$ cat config.mk
export PLATFORM = sky130hd
export DESIGN_NAME = sdh_cmd_path
export DESIGN_NICKNAME = d
export VERILOG_FILES = /design/src/sdh_pkg.sv /design/src/sdh_clk_if.sv /design/src/sdh_card_clk.sv /design/src/sdh_cmd_path.sv
export SDC_FILE = /design/constraint.sdc
export NUM_CORES = 1
export LEC_CHECK = 0
export BUFFER_PORTS_ARGS = -buffer_cell sky130_fd_sc_hd__buf_4
export CAP_MARGIN = 20
export CORE_MARGIN = 1.5
export CORE_UTILIZATION = 35
export CTS_CLUSTER_SIZE = 30
export DETAILED_ROUTE_END_ITERATION = 10
export PLACE_DENSITY = 0.48
export SYNTH_ARGS = -nofsm -noshare
export SYNTH_HDL_FRONTEND = slang
export SYNTH_SLANG_ARGS = --single-unit
$ cat constraint.sdc
create_clock -name clk_sys -period 6.2 [get_ports clk_sys]
set_clock_uncertainty 0.1 [all_clocks]
set_input_delay 1.24 -clock clk_sys [delete_from_list [all_inputs] [get_ports clk_sys]]
set_output_delay 1.24 -clock clk_sys [all_outputs]
set_load 0.02 [all_outputs]
$ cat src/sdh_pkg.sv
package sdh_pkg;
	// Register byte offsets
	localparam logic [7:0] SDH_OFF_ARG = 8'h00;
	localparam logic [7:0] SDH_OFF_CMD = 8'h04;
	localparam logic [7:0] SDH_OFF_RSPIDX = 8'h08;
	localparam logic [7:0] SDH_OFF_RSP1 = 8'h0C;
	localparam logic [7:0] SDH_OFF_RSP2 = 8'h10;
	localparam logic [7:0] SDH_OFF_RSP3 = 8'h14;
	localparam logic [7:0] SDH_OFF_RSP4 = 8'h18;
	localparam logic [7:0] SDH_OFF_CLK = 8'h1C;
	localparam logic [7:0] SDH_OFF_STAT = 8'h20;
	// Command word fields
	localparam int SDH_CMD_WIDTH = 12;
	localparam int SDH_CMD_SUSP_BIT = 11;
	localparam int SDH_CMD_EN_BIT = 10;
	localparam int SDH_CMD_PEND_BIT = 9;
	localparam int SDH_CMD_IRQ_BIT = 8;
	localparam int SDH_CMD_RSP_HI = 7;
	localparam int SDH_CMD_RSP_LO = 6;
	localparam int SDH_CMD_IDX_HI = 5;
	// Reply wait codes
	localparam logic [1:0] SDH_RSP_SHORT = 2'h1;
	localparam logic [1:0] SDH_RSP_LONG = 2'h3;
	// Clock control fields
	localparam int SDH_CLK_BYP_BIT = 8;
	localparam int SDH_DIV_WIDTH = 8;
	// Status bits
	localparam int SDH_ST_BUSY = 0;
	localparam int SDH_ST_RSP = 1;
	localparam int SDH_ST_TMO = 2;
	localparam int SDH_ST_SENT = 3;
	localparam int SDH_ST_IRQ = 4;
	localparam int SDH_ST_SUSP = 5;
	localparam int SDH_ST_WIDTH = 6;
	// Frame lengths in card clock bits
	localparam logic [7:0] SDH_CMD_BITS = 8'h30;
	localparam logic [7:0] SDH_SHORT_BITS = 8'h30;
	localparam logic [7:0] SDH_LONG_BITS = 8'h88;
	// Response timeout in card clocks
	localparam logic [6:0] SDH_RSP_TIMEOUT = 7'h40;
	// Reset values
	localparam logic [31:0] SDH_ARG_RST = 32'h0000_0000;
	localparam logic [31:0] SDH_RSP_RST = 32'h0000_0000;

	typedef enum logic [2:0] {
		SDH_IDLE,
		SDH_PEND,
		SDH_SEND,
		SDH_IRQW,
		SDH_RWAIT,
		SDH_RECV
	} sdh_cmd_state_t;
endpackage : sdh_pkg

$ cat src/sdh_clk_if.sv
`timescale 1ns/1ps
`default_nettype none
interface sdh_clk_if;
	logic [7:0] divisor;
	logic bypass;
	logic rise_tick;
	logic fall_tick;
	modport gen (input divisor, input bypass, output rise_tick, output fall_tick);
	modport use_side (output divisor, output bypass, input rise_tick, input fall_tick);
endinterface : sdh_clk_if
`default_nettype wire

$ cat src/sdh_card_clk.sv
`timescale 1ns/1ps
`default_nettype none
module sdh_card_clk
	import sdh_pkg::*;
(
	input wire logic clk_sys,
	input wire logic reset_n,
	sdh_clk_if.gen ck,
	output logic card_clock_pin
);
	typedef struct packed {
		logic [8:0] cnt;
		logic pin;
		logic rise;
		logic fall;
	} sdh_ck_state_t;

	sdh_ck_state_t s_reg;
	sdh_ck_state_t s_next;

	// Period of divisor plus two host clocks, or two host clocks in bypass
	always_comb begin
		logic [8:0] period;
		period = {1'b0, ck.divisor} + 9'h002;
		s_next = s_reg;
		if (ck.bypass) begin
			s_next.cnt = 9'h000;
			s_next.pin = ~s_reg.pin;
		end else begin
			s_next.cnt = (s_reg.cnt >= period - 9'h001) ? 9'h000 : s_reg.cnt + 9'h001;
			s_next.pin = (s_next.cnt >= (period >> 1));
		end
		s_next.rise = s_next.pin & ~s_reg.pin;
		s_next.fall = ~s_next.pin & s_reg.pin;
	end

	// State register
	always_ff @(posedge clk_sys or negedge reset_n) begin
		if (!reset_n) begin
			s_reg <= '0;
		end else begin
			s_reg <= s_next;
		end
	end

	assign card_clock_pin = s_reg.pin;
	assign ck.rise_tick = s_reg.rise;
	assign ck.fall_tick = s_reg.fall;
endmodule : sdh_card_clk
`default_nettype wire

$ cat src/sdh_cmd_path.sv
`timescale 1ns/1ps
`default_nettype none
module sdh_cmd_path
	import sdh_pkg::*;
(
	input wire logic clk_sys,
	input wire logic reset_n,
	input wire logic hsel,
	input wire logic [31:0] haddr,
	input wire logic [1:0] htrans,
	input wire logic hwrite,
	input wire logic [2:0] hsize,
	input wire logic [31:0] hwdata,
	input wire logic hready,
	output logic hreadyout,
	output logic hresp,
	output logic [31:0] hrdata,
	output logic card_clock_pin,
	output logic cmd_out,
	output logic cmd_oe,
	input wire logic cmd_in,
	input wire logic data_busy,
	input wire logic card_irq,
	output logic suspend_done
);
	typedef struct packed {
		sdh_cmd_state_t st;
		logic [31:0] arg;
		logic [SDH_CMD_WIDTH-1:0] cmd;
		logic [5:0] rsp_idx;
		logic [31:0] rsp1;
		logic [31:0] rsp2;
		logic [31:0] rsp3;
		logic [31:0] rsp4;
		logic [SDH_DIV_WIDTH-1:0] divisor;
		logic bypass;
		logic [SDH_ST_WIDTH-1:0] flags;
		logic [135:0] shreg;
		logic [7:0] bitcnt;
		logic [6:0] tmo;
		logic line_out;
		logic line_oe;
		logic susp;
		logic wr_pend;
		logic [7:0] wr_addr;
		logic [31:0] rdata;
		logic ready;
	} sdh_state_t;

	sdh_state_t s_reg;
	sdh_state_t s_next;
	sdh_clk_if ck ();

	// CRC7 over the first 40 frame bits, x^7 + x^3 + 1
	function automatic logic [6:0] sdh_crc7(input logic [39:0] bits);
		logic [6:0] c;
		logic fb;
		c = 7'h00;
		for (int i = 39; i >= 0; i--) begin
			fb = bits[i] ^ c[6];
			c = {c[5:0], 1'b0};
			c[0] = fb;
			c[3] = c[3] ^ fb;
		end
		return c;
	endfunction : sdh_crc7

	// Card clock generator
	sdh_card_clk u_clk (
		.clk_sys(clk_sys),
		.reset_n(reset_n),
		.ck(ck.gen),
		.card_clock_pin(card_clock_pin)
	);

	assign ck.divisor = s_reg.divisor;
	assign ck.bypass = s_reg.bypass;

	always_comb begin
		logic accept;
		logic [47:0] frame;
		logic [39:0] head;
		logic [135:0] sh;
		logic [7:0] rlen;
		logic [SDH_CMD_WIDTH-1:0] wcmd;
		logic [SDH_ST_WIDTH-1:0] wclr;
		logic [SDH_ST_WIDTH-1:0] wset;
		accept = hsel & hready & htrans[1];
		// argument and index form the frame head
		head = {1'b0, 1'b1, s_reg.cmd[SDH_CMD_IDX_HI:0], s_reg.arg};
		frame = {head, sdh_crc7(head), 1'b1};
		sh = {s_reg.shreg[134:0], cmd_in};
		// reply length from the wait field
		rlen = (s_reg.cmd[SDH_CMD_RSP_HI:SDH_CMD_RSP_LO] == SDH_RSP_LONG) ? SDH_LONG_BITS : SDH_SHORT_BITS;
		wcmd = hwdata[SDH_CMD_WIDTH-1:0];
		wclr = '0;
		wset = '0;
		s_next = s_reg;
		s_next.ready = 1'b1;
		s_next.susp = 1'b0;

		// Bus address phase: latch writes, prefetch reads
		s_next.wr_pend = accept & hwrite;
		if (accept) begin
			s_next.wr_addr = haddr[7:0];
		end
		if (accept && !hwrite) begin
			unique case (haddr[7:0])
				SDH_OFF_ARG: s_next.rdata = s_reg.arg;
				SDH_OFF_CMD: s_next.rdata = {20'h00000, s_reg.cmd};
				SDH_OFF_RSPIDX: s_next.rdata = {26'h0000000, s_reg.rsp_idx};
				SDH_OFF_RSP1: s_next.rdata = s_reg.rsp1;
				SDH_OFF_RSP2: s_next.rdata = s_reg.rsp2;
				SDH_OFF_RSP3: s_next.rdata = s_reg.rsp3;
				SDH_OFF_RSP4: s_next.rdata = {s_reg.rsp4[31:1], 1'b0};
				SDH_OFF_CLK: s_next.rdata = {23'h000000, s_reg.bypass, s_reg.divisor};
				SDH_OFF_STAT: s_next.rdata = {26'h0000000, s_reg.flags[SDH_ST_WIDTH-1:1], s_reg.st != SDH_IDLE};
				default: s_next.rdata = 32'h0000_0000;
			endcase
		end

		// Command state machine
		unique case (s_reg.st)
			SDH_IDLE: begin
				s_next.line_oe = 1'b0;
			end
			SDH_PEND: begin
				// hold until data transfer ends, only when asked
				if (!data_busy || !s_reg.cmd[SDH_CMD_PEND_BIT]) begin
					s_next.st = SDH_SEND;
					s_next.shreg = {88'h0, frame};
					s_next.bitcnt = 8'h00;
				end
			end
			SDH_SEND: begin
				if (ck.fall_tick) begin
					if (s_reg.bitcnt == SDH_CMD_BITS) begin
						s_next.line_oe = 1'b0;
						s_next.line_out = 1'b1;
						wset[SDH_ST_SENT] = 1'b1;
						s_next.tmo = 7'h00;
						if (s_reg.cmd[SDH_CMD_IRQ_BIT]) begin
							s_next.st = SDH_IRQW;
						end else if (s_reg.cmd[SDH_CMD_RSP_LO]) begin
							s_next.st = SDH_RWAIT;
						end else begin
							s_next.st = SDH_IDLE;
						end
					end else begin
						s_next.line_oe = 1'b1;
						s_next.line_out = s_reg.shreg[47];
						s_next.shreg = {s_reg.shreg[134:0], 1'b0};
						s_next.bitcnt = s_reg.bitcnt + 8'h01;
					end
				end
			end
			SDH_IRQW: begin
				if (card_irq) begin
					wset[SDH_ST_IRQ] = 1'b1;
					s_next.st = s_reg.cmd[SDH_CMD_RSP_LO] ? SDH_RWAIT : SDH_IDLE;
				end
			end
			SDH_RWAIT: begin
				if (ck.rise_tick) begin
					if (!cmd_in) begin
						s_next.st = SDH_RECV;
						s_next.shreg = 136'h0;
						s_next.bitcnt = 8'h01;
					end else if (!s_reg.cmd[SDH_CMD_IRQ_BIT]) begin
						s_next.tmo = s_reg.tmo + 7'h01;
						if (s_reg.tmo == SDH_RSP_TIMEOUT - 7'h01) begin
							wset[SDH_ST_TMO] = 1'b1;
							s_next.st = SDH_IDLE;
						end
					end
				end
			end
			SDH_RECV: begin
				if (ck.rise_tick) begin
					s_next.shreg = sh;
					s_next.bitcnt = s_reg.bitcnt + 8'h01;
					if (s_reg.bitcnt + 8'h01 == rlen) begin
						s_next.st = SDH_IDLE;
						wset[SDH_ST_RSP] = 1'b1;
						if (rlen == SDH_LONG_BITS) begin
							// reserved all-ones field lands as index
							s_next.rsp_idx = sh[133:128];
							s_next.rsp1 = sh[127:96];
							s_next.rsp2 = sh[95:64];
							s_next.rsp3 = sh[63:32];
							s_next.rsp4 = {sh[31:1], 1'b0};
						end else begin
							s_next.rsp_idx = sh[45:40];
							s_next.rsp1 = sh[39:8];
						end
						// suspend reply tells data side to stop
						if (s_reg.cmd[SDH_CMD_SUSP_BIT]) begin
							wset[SDH_ST_SUSP] = 1'b1;
							s_next.susp = 1'b1;
						end
					end
				end
			end
			default: s_next.st = SDH_IDLE;
		endcase

		// Bus data phase writes
		if (s_reg.wr_pend) begin
			unique case (s_reg.wr_addr)
				SDH_OFF_ARG: s_next.arg = hwdata;
				SDH_OFF_CMD: begin
					s_next.cmd = wcmd;
					if (!wcmd[SDH_CMD_EN_BIT]) begin
						s_next.st = SDH_IDLE;
						s_next.line_oe = 1'b0;
						s_next.line_out = 1'b1;
					end else if (s_reg.st == SDH_IDLE) begin
						s_next.st = SDH_PEND;
					end
				end
				SDH_OFF_CLK: begin
					s_next.divisor = hwdata[SDH_DIV_WIDTH-1:0];
					s_next.bypass = hwdata[SDH_CLK_BYP_BIT];
				end
				SDH_OFF_STAT: wclr = hwdata[SDH_ST_WIDTH-1:0];
				default: ;
			endcase
		end
		// Write-one-to-clear; a same-cycle set wins
		s_next.flags = (s_reg.flags & ~wclr) | wset;
		s_next.flags[SDH_ST_BUSY] = 1'b0;
	end

	// State register
	always_ff @(posedge clk_sys or negedge reset_n) begin
		if (!reset_n) begin
			s_reg <= '0;
			s_reg.arg <= SDH_ARG_RST;
			s_reg.rsp1 <= SDH_RSP_RST;
			s_reg.rsp2 <= SDH_RSP_RST;
			s_reg.rsp3 <= SDH_RSP_RST;
			s_reg.rsp4 <= SDH_RSP_RST;
			s_reg.line_out <= 1'b1;
			s_reg.ready <= 1'b1;
		end else begin
			s_reg <= s_next;
		end
	end

	// Outputs straight from the state register, hresp tied low
	assign hreadyout = s_reg.ready;
	assign hresp = 1'b0;
	assign hrdata = s_reg.rdata;
	assign cmd_out = s_reg.line_out;
	assign cmd_oe = s_reg.line_oe;
	assign suspend_done = s_reg.susp;
endmodule : sdh_cmd_path
`default_nettype wire

# Yosys cells after proc, flatten, opt, wreduce, memory -nomap -nowiden
# Cells that the tools add are included.
# Widths: inputs -> output; s select.
[word_totals]
ff_bits = 398
inputBits = 77
out_inout_bits = 38
word_cells = 220
[op_classes]
addsub = 5
n_lt_le_gt_ge = 2
n_eq_ne = 30
muxes = 60
n_bitwise = 81
n_reduce_logical = 18
[ops]
columns = ["cell", "count"]
rows = [
  ["$mux 141", 4],
  ["$pmux 141 s4", 1],
  ["$pmux 32 s9", 1],
  ["$mux 150", 1],
  ["$mux 148", 1],
  ["$xor 1x1->1", 69],
  ["$mux 47", 1],
  ["$mux 3", 15],
  ["$eq 8x5->1 const B", 5],
  ["$mux 38", 1],
  ["$mux 32", 1],
  ["$eq 8x6->1 const B", 3],
  ["$mux 7", 3],
  ["$mux 1", 18],
  ["$pmux 3 s6", 1],
  ["$eq 8x3->1 const B", 2],
  ["$eq 8x4->1 const B", 2],
  ["$logic_not 8->1", 2],
  ["$pmux 7 s2", 1],
  ["$mux 12", 1],
  ["$mux 6", 2],
  ["$ne 2x2->1 const B", 6],
  ["$mux 10", 1],
  ["$add 8x2->9 const B", 1],
  ["other kinds (35)", 53],
]

# Depth between registers and ports, before layout
[depth]
word_depth = 20
mapped_depth = 23
depth_no_buf = 21

# Modules after synthesis
# A second synthesis with hierarchy kept.
[hier_totals]
hier_cells = 1741
area_unflattened_um2 = 19038.3
[by_module_without_submodules]
columns = ["module", "instances", "cells_per_inst", "area_per_inst_um2"]
rows = [
  ["sdh_cmd_path", 1, 1598, 17832.1],
  ["sdh_card_clk", 1, 143, 1206.2],
]

# Worst setup path after synthesis
# Ideal clock, no wire load.
[synth_path]
path_type = "register to register"
start = "register s_reg (netlist bit ck.divisor[1])"
end = "register u_clk.s_reg (netlist bit u_clk.ck.fall_tick)"
setup_time_ns = 0.119
t_arrival_ns = 4.178
t_required_ns = 5.981
path_slack_ns = 1.803
stages_incl_launch_ff = 19
n_path_buf = 0
path_cell_list = "dfrtp_1 -> ha_1 -> xor2_1 -> or3b_2 -> nor2_1 -> nand3_1 -> xnor2_1 -> ha_1 -> o21ai_0 -> o31ai_1 -> nor2_1 -> ha_1 -> nand3_1 -> o21ai_0 -> a21oi_1 -> maj3_1 -> a21oi_1 -> a211oi_1 -> o21a_1"
[synth_rtl]
columns = ["element", "line_no", "text"]
rows = [
  ["start, declared", "sdh_cmd_path.sv:50", "sdh_state_t s_reg;"],
  ["start signal, assigned", "sdh_cmd_path.sv:246", "s_reg <= s_next;"],
  ["end signal, assigned", "sdh_card_clk.sv:42", "s_reg <= s_next;"],
  ["end, declared", "sdh_card_clk.sv:18", "sdh_ck_state_t s_reg;"],
]

==> reports/metrics.cfg <==
[timing]
setup_viol = 0
rsz0062_at_grt = false
worst_pin_slew_ns = 1.11
finalWorstSetupSlack_ns = 0.974
fmax_mhz = 191
finalCritPeriodShare_pct = 84.3
fin_setup_tns_ns = 0
maxSlewViolCount = 0
hold_viol_final = 0
fin_crit_ns = 5.23
relSlewSlack_pct = 25.9

[setup_path]
setup.worst_path.class = flip-flop to flip-flop
slowest_stage = o31ai_1
crit_chain = ha_1 -> xor2_1 -> or3b_2 -> nor2_1 -> nand3_1 -> xnor2_1 -> ha_1 -> o21ai_0 -> o31ai_1 -> nor2_1 -> ha_1 -> nand3_1 -> o21ai_0 -> a21oi_1 -> o21ai_0 -> o2111ai_1 -> a31oi_1 -> a211oi_1 -> o21a_1
cp-end-kind = flip-flop
crit_buf_inv = 0
worstPathMaxFanout = 8
start_kind = flip-flop
arrival_ns = 5.65
rrSetupSlack_ns = 0.97
startpoint = ck.divisor[1]
rr_worst_depth = 19
cp_top_family = compound AO/OA/AOI/OAI gates
critPathMaxStageDelay_ns = 0.78
crit_cells = 19
reg2reg_from = ck.divisor[1]
endpoint = u_clk.ck.fall_tick
cp.required_ns = 6.63
timing.rr.end = u_clk.ck.fall_tick

[cells_and_area]
area_growth_pct = 13.4
layout-drive-gt1-share_pct = 19.2
largest_reg_flops = 342
nNetsFinal = 1831
fin_cells = 2456
mostFrequentLayoutCells = 397 x dfrtp_1, 245 x nand2_1, 132 x nand3_1
multiInputGateArea_um2 = 8150
final_common_cell = dfrtp_1
utilization_pct = 40.4
seq_area_um2 = 9960
fillCellCount = 5077

[run]
cap_violations = 0

[grt]
track_usage_pct = 19.8
antenna_found_initial = 1
grt.overflow.total = 0
grt_pass1_wl_um = 84700
grt_pass1_vias = 13500
grt_start_max_net_pins = 162

[hold_path]
hp-class = flip-flop to flip-flop
whs_path_depth = 1

[pwr]
pwr-share-seq_pct = 40.8
switching_share_pct = 31.7
peakVddDrop_uv = 199
p_int_uw = 4910
clock_power_share_pct = 38.1
power.leakage_uw = 0.0105
power_density_nw_per_um2 = 336
power.switching_uw = 2280
combinationalPowerShare_pct = 21.0

[place]
io_buffers = 84
place_congestion = 0.804
dp.cells = 2371
place_ws_ns = 1.04
hpwl_um = 35000

[clocking]
postCtsSetupRepairBufs = 0
clkTransAtPathRegs_ns = 0.06
htreeDepth = 2
cts_resized = 0
cts-buffers-inserted = 47
tritoncts = built
cts-hold-fix-buffers = 0
cts_root_buf = clkbuf_16
cts_max_path_buffers = 3
cts_sinks = 398
clk_latency_ns = 0.59

[synth]
ys_seq_elements = 398
syn-instance-count = 1733
synth_area_um2 = 18900
synth_nets = 1831
ys_seq_area_share_pct = 52.8
synth_edf_count = 0
syn_avg_cell_area_um2 = 10.9
ys_types = 65
yosysWarningCount = 0
synth-async-reset-ratio_pct = 100
synthFlopType = dfrtp_1

[die]
die_h_um = 235
die_w_um = 235
coreArea_um2 = 52900
ios = 115
row_count = 84
die_area_um2 = 55300
initial_core_util_pct = 35.7

[drt]
drt_iter0_drc = 1301
drt_pass1_iterations = 8
ant_nets = 0
drcViolationCount = 0
vias_per_cell = 5.46
vias = 13400
wl_per_cell_um = 22.4
routed_wl_um = 54900

[outcome]
status = finished, final reports clean

==> power by group through the flow <==
stage	Sequential, uW	Clock, uW	Combinational, uW
2_1_floorplan	2890	0	1120
3_3_place_gp	2970	0	1510
3_5_place_dp	2980	0	1520
4_1_cts	2930	2820	1530
5_1_grt	2950	2920	1640
6_report	2940	2740	1510
==> cell families after synthesis <==
group	synth area share (%)
buffers and inverters	4.37
xor gates and xnor gates	4.95
other	0.0398
adders and majority gates	1.45
AOI/OAI and AO/OA	11.2
and+or+nand+nor	13.6
DFF	52.8
muxes	11.6
==> worst reg2reg max path, delay by kind of cell, from the launching register on <==
family / cells / cell delay [ns]
flops: 1 / 0.44
fa+ha+maj: 3 / 0.90
xor+xnor: 2 / 0.41
compound gates: 9 / 2.21
simple gates: 5 / 1.10
==> through the flow <==
| stage | hold WS (ns) | cell area [um^2] | power, uW |
|---|---|---|---|
| 2_1_floorplan | 0.338 | 18900 | 4000 |
| 3_3_place_gp | 0.355 | 19800 | 4480 |
| 3_5_place_dp | 0.365 | 19800 | 4500 |
| 4_1_cts | 0.378 | 21400 | 7280 |
| 5_1_grt | 0.400 | 21400 | 7520 |
| 6_report | 0.377 | 21400 | 7190 |
==> cell type report <==
cell class,instances,area share (%)
multi-input cells,1170,38.1
inverters,14,0.246
clock buffers,71,6.63
diodes,1,0.0117
repair buffers,102,3.87
well taps,688,4.03
flip-flops and latches,398,46.6
clock inverters,12,0.503
==> synth_stat cells, types with 3 or more instances <==
| cell | number | area (um^2) |
|---|---|---|
| xor2_1 | 23 | 201 |
| o31ai_1 | 4 | 30.0 |
| nand2b_1 | 8 | 50.1 |
| buf_1 | 23 | 86.3 |
| a222oi_1 | 25 | 250 |
| o22ai_1 | 7 | 43.8 |
| a22oi_1 | 40 | 300 |
| o21a_1 | 3 | 22.5 |
| nor2_1 | 100 | 375 |
| a21oi_1 | 68 | 340 |
| mux2_2 | 131 | 1480 |
| buf_4 | 39 | 293 |
| a21o_1 | 8 | 60.1 |
| a221o_1 | 39 | 390 |
| and2_1 | 7 | 43.8 |
| ha_1 | 21 | 263 |
| clkbuf_1 | 76 | 285 |
| dfrtp_1 | 397 | 9930 |
| a31oi_1 | 7 | 43.8 |
| xnor2_2 | 10 | 163 |
| nand3_1 | 132 | 661 |
| nor2b_1 | 5 | 31.3 |
| xnor3_1 | 4 | 90.1 |
| nand2_1 | 246 | 923 |
| nor3_1 | 12 | 60.1 |
| buf_6 | 4 | 45.0 |
| mux2_1 | 23 | 259 |
| buf_2 | 7 | 35.0 |
| nand3b_1 | 3 | 22.5 |
| a221oi_1 | 7 | 61.3 |
| xnor2_1 | 51 | 447 |
| mux2i_1 | 45 | 450 |
| inv_1 | 14 | 52.6 |
| a22o_1 | 33 | 289 |
| and3_1 | 47 | 294 |
| o21ai_0 | 24 | 120 |
==> routing by layer <==
metal	global-route usage, %	vias to the layer above	share of wire (%)
met5	0	-	0
met4	5.00	0	2.1
met3	3.58	65	5.6
met2	30.8	364	46
met1	28.5	6812	47
li1	-	6158	-
==> worst min-delay path by stage <==
stage | from | end | slack (ns)
final | s_reg[197] | s_reg[197] | 0.38
after global routing | s_reg[192] | s_reg[192] | 0.40
after CTS | s_reg[192] | s_reg[192] | 0.38
after detailed placement | s_reg[192] | s_reg[192] | 0.36
after global placement | s_reg[192] | s_reg[192] | 0.35
after floorplan | s_reg[192] | s_reg[192] | 0.34
No activity file was read; power rests on OpenSTA's default activity.
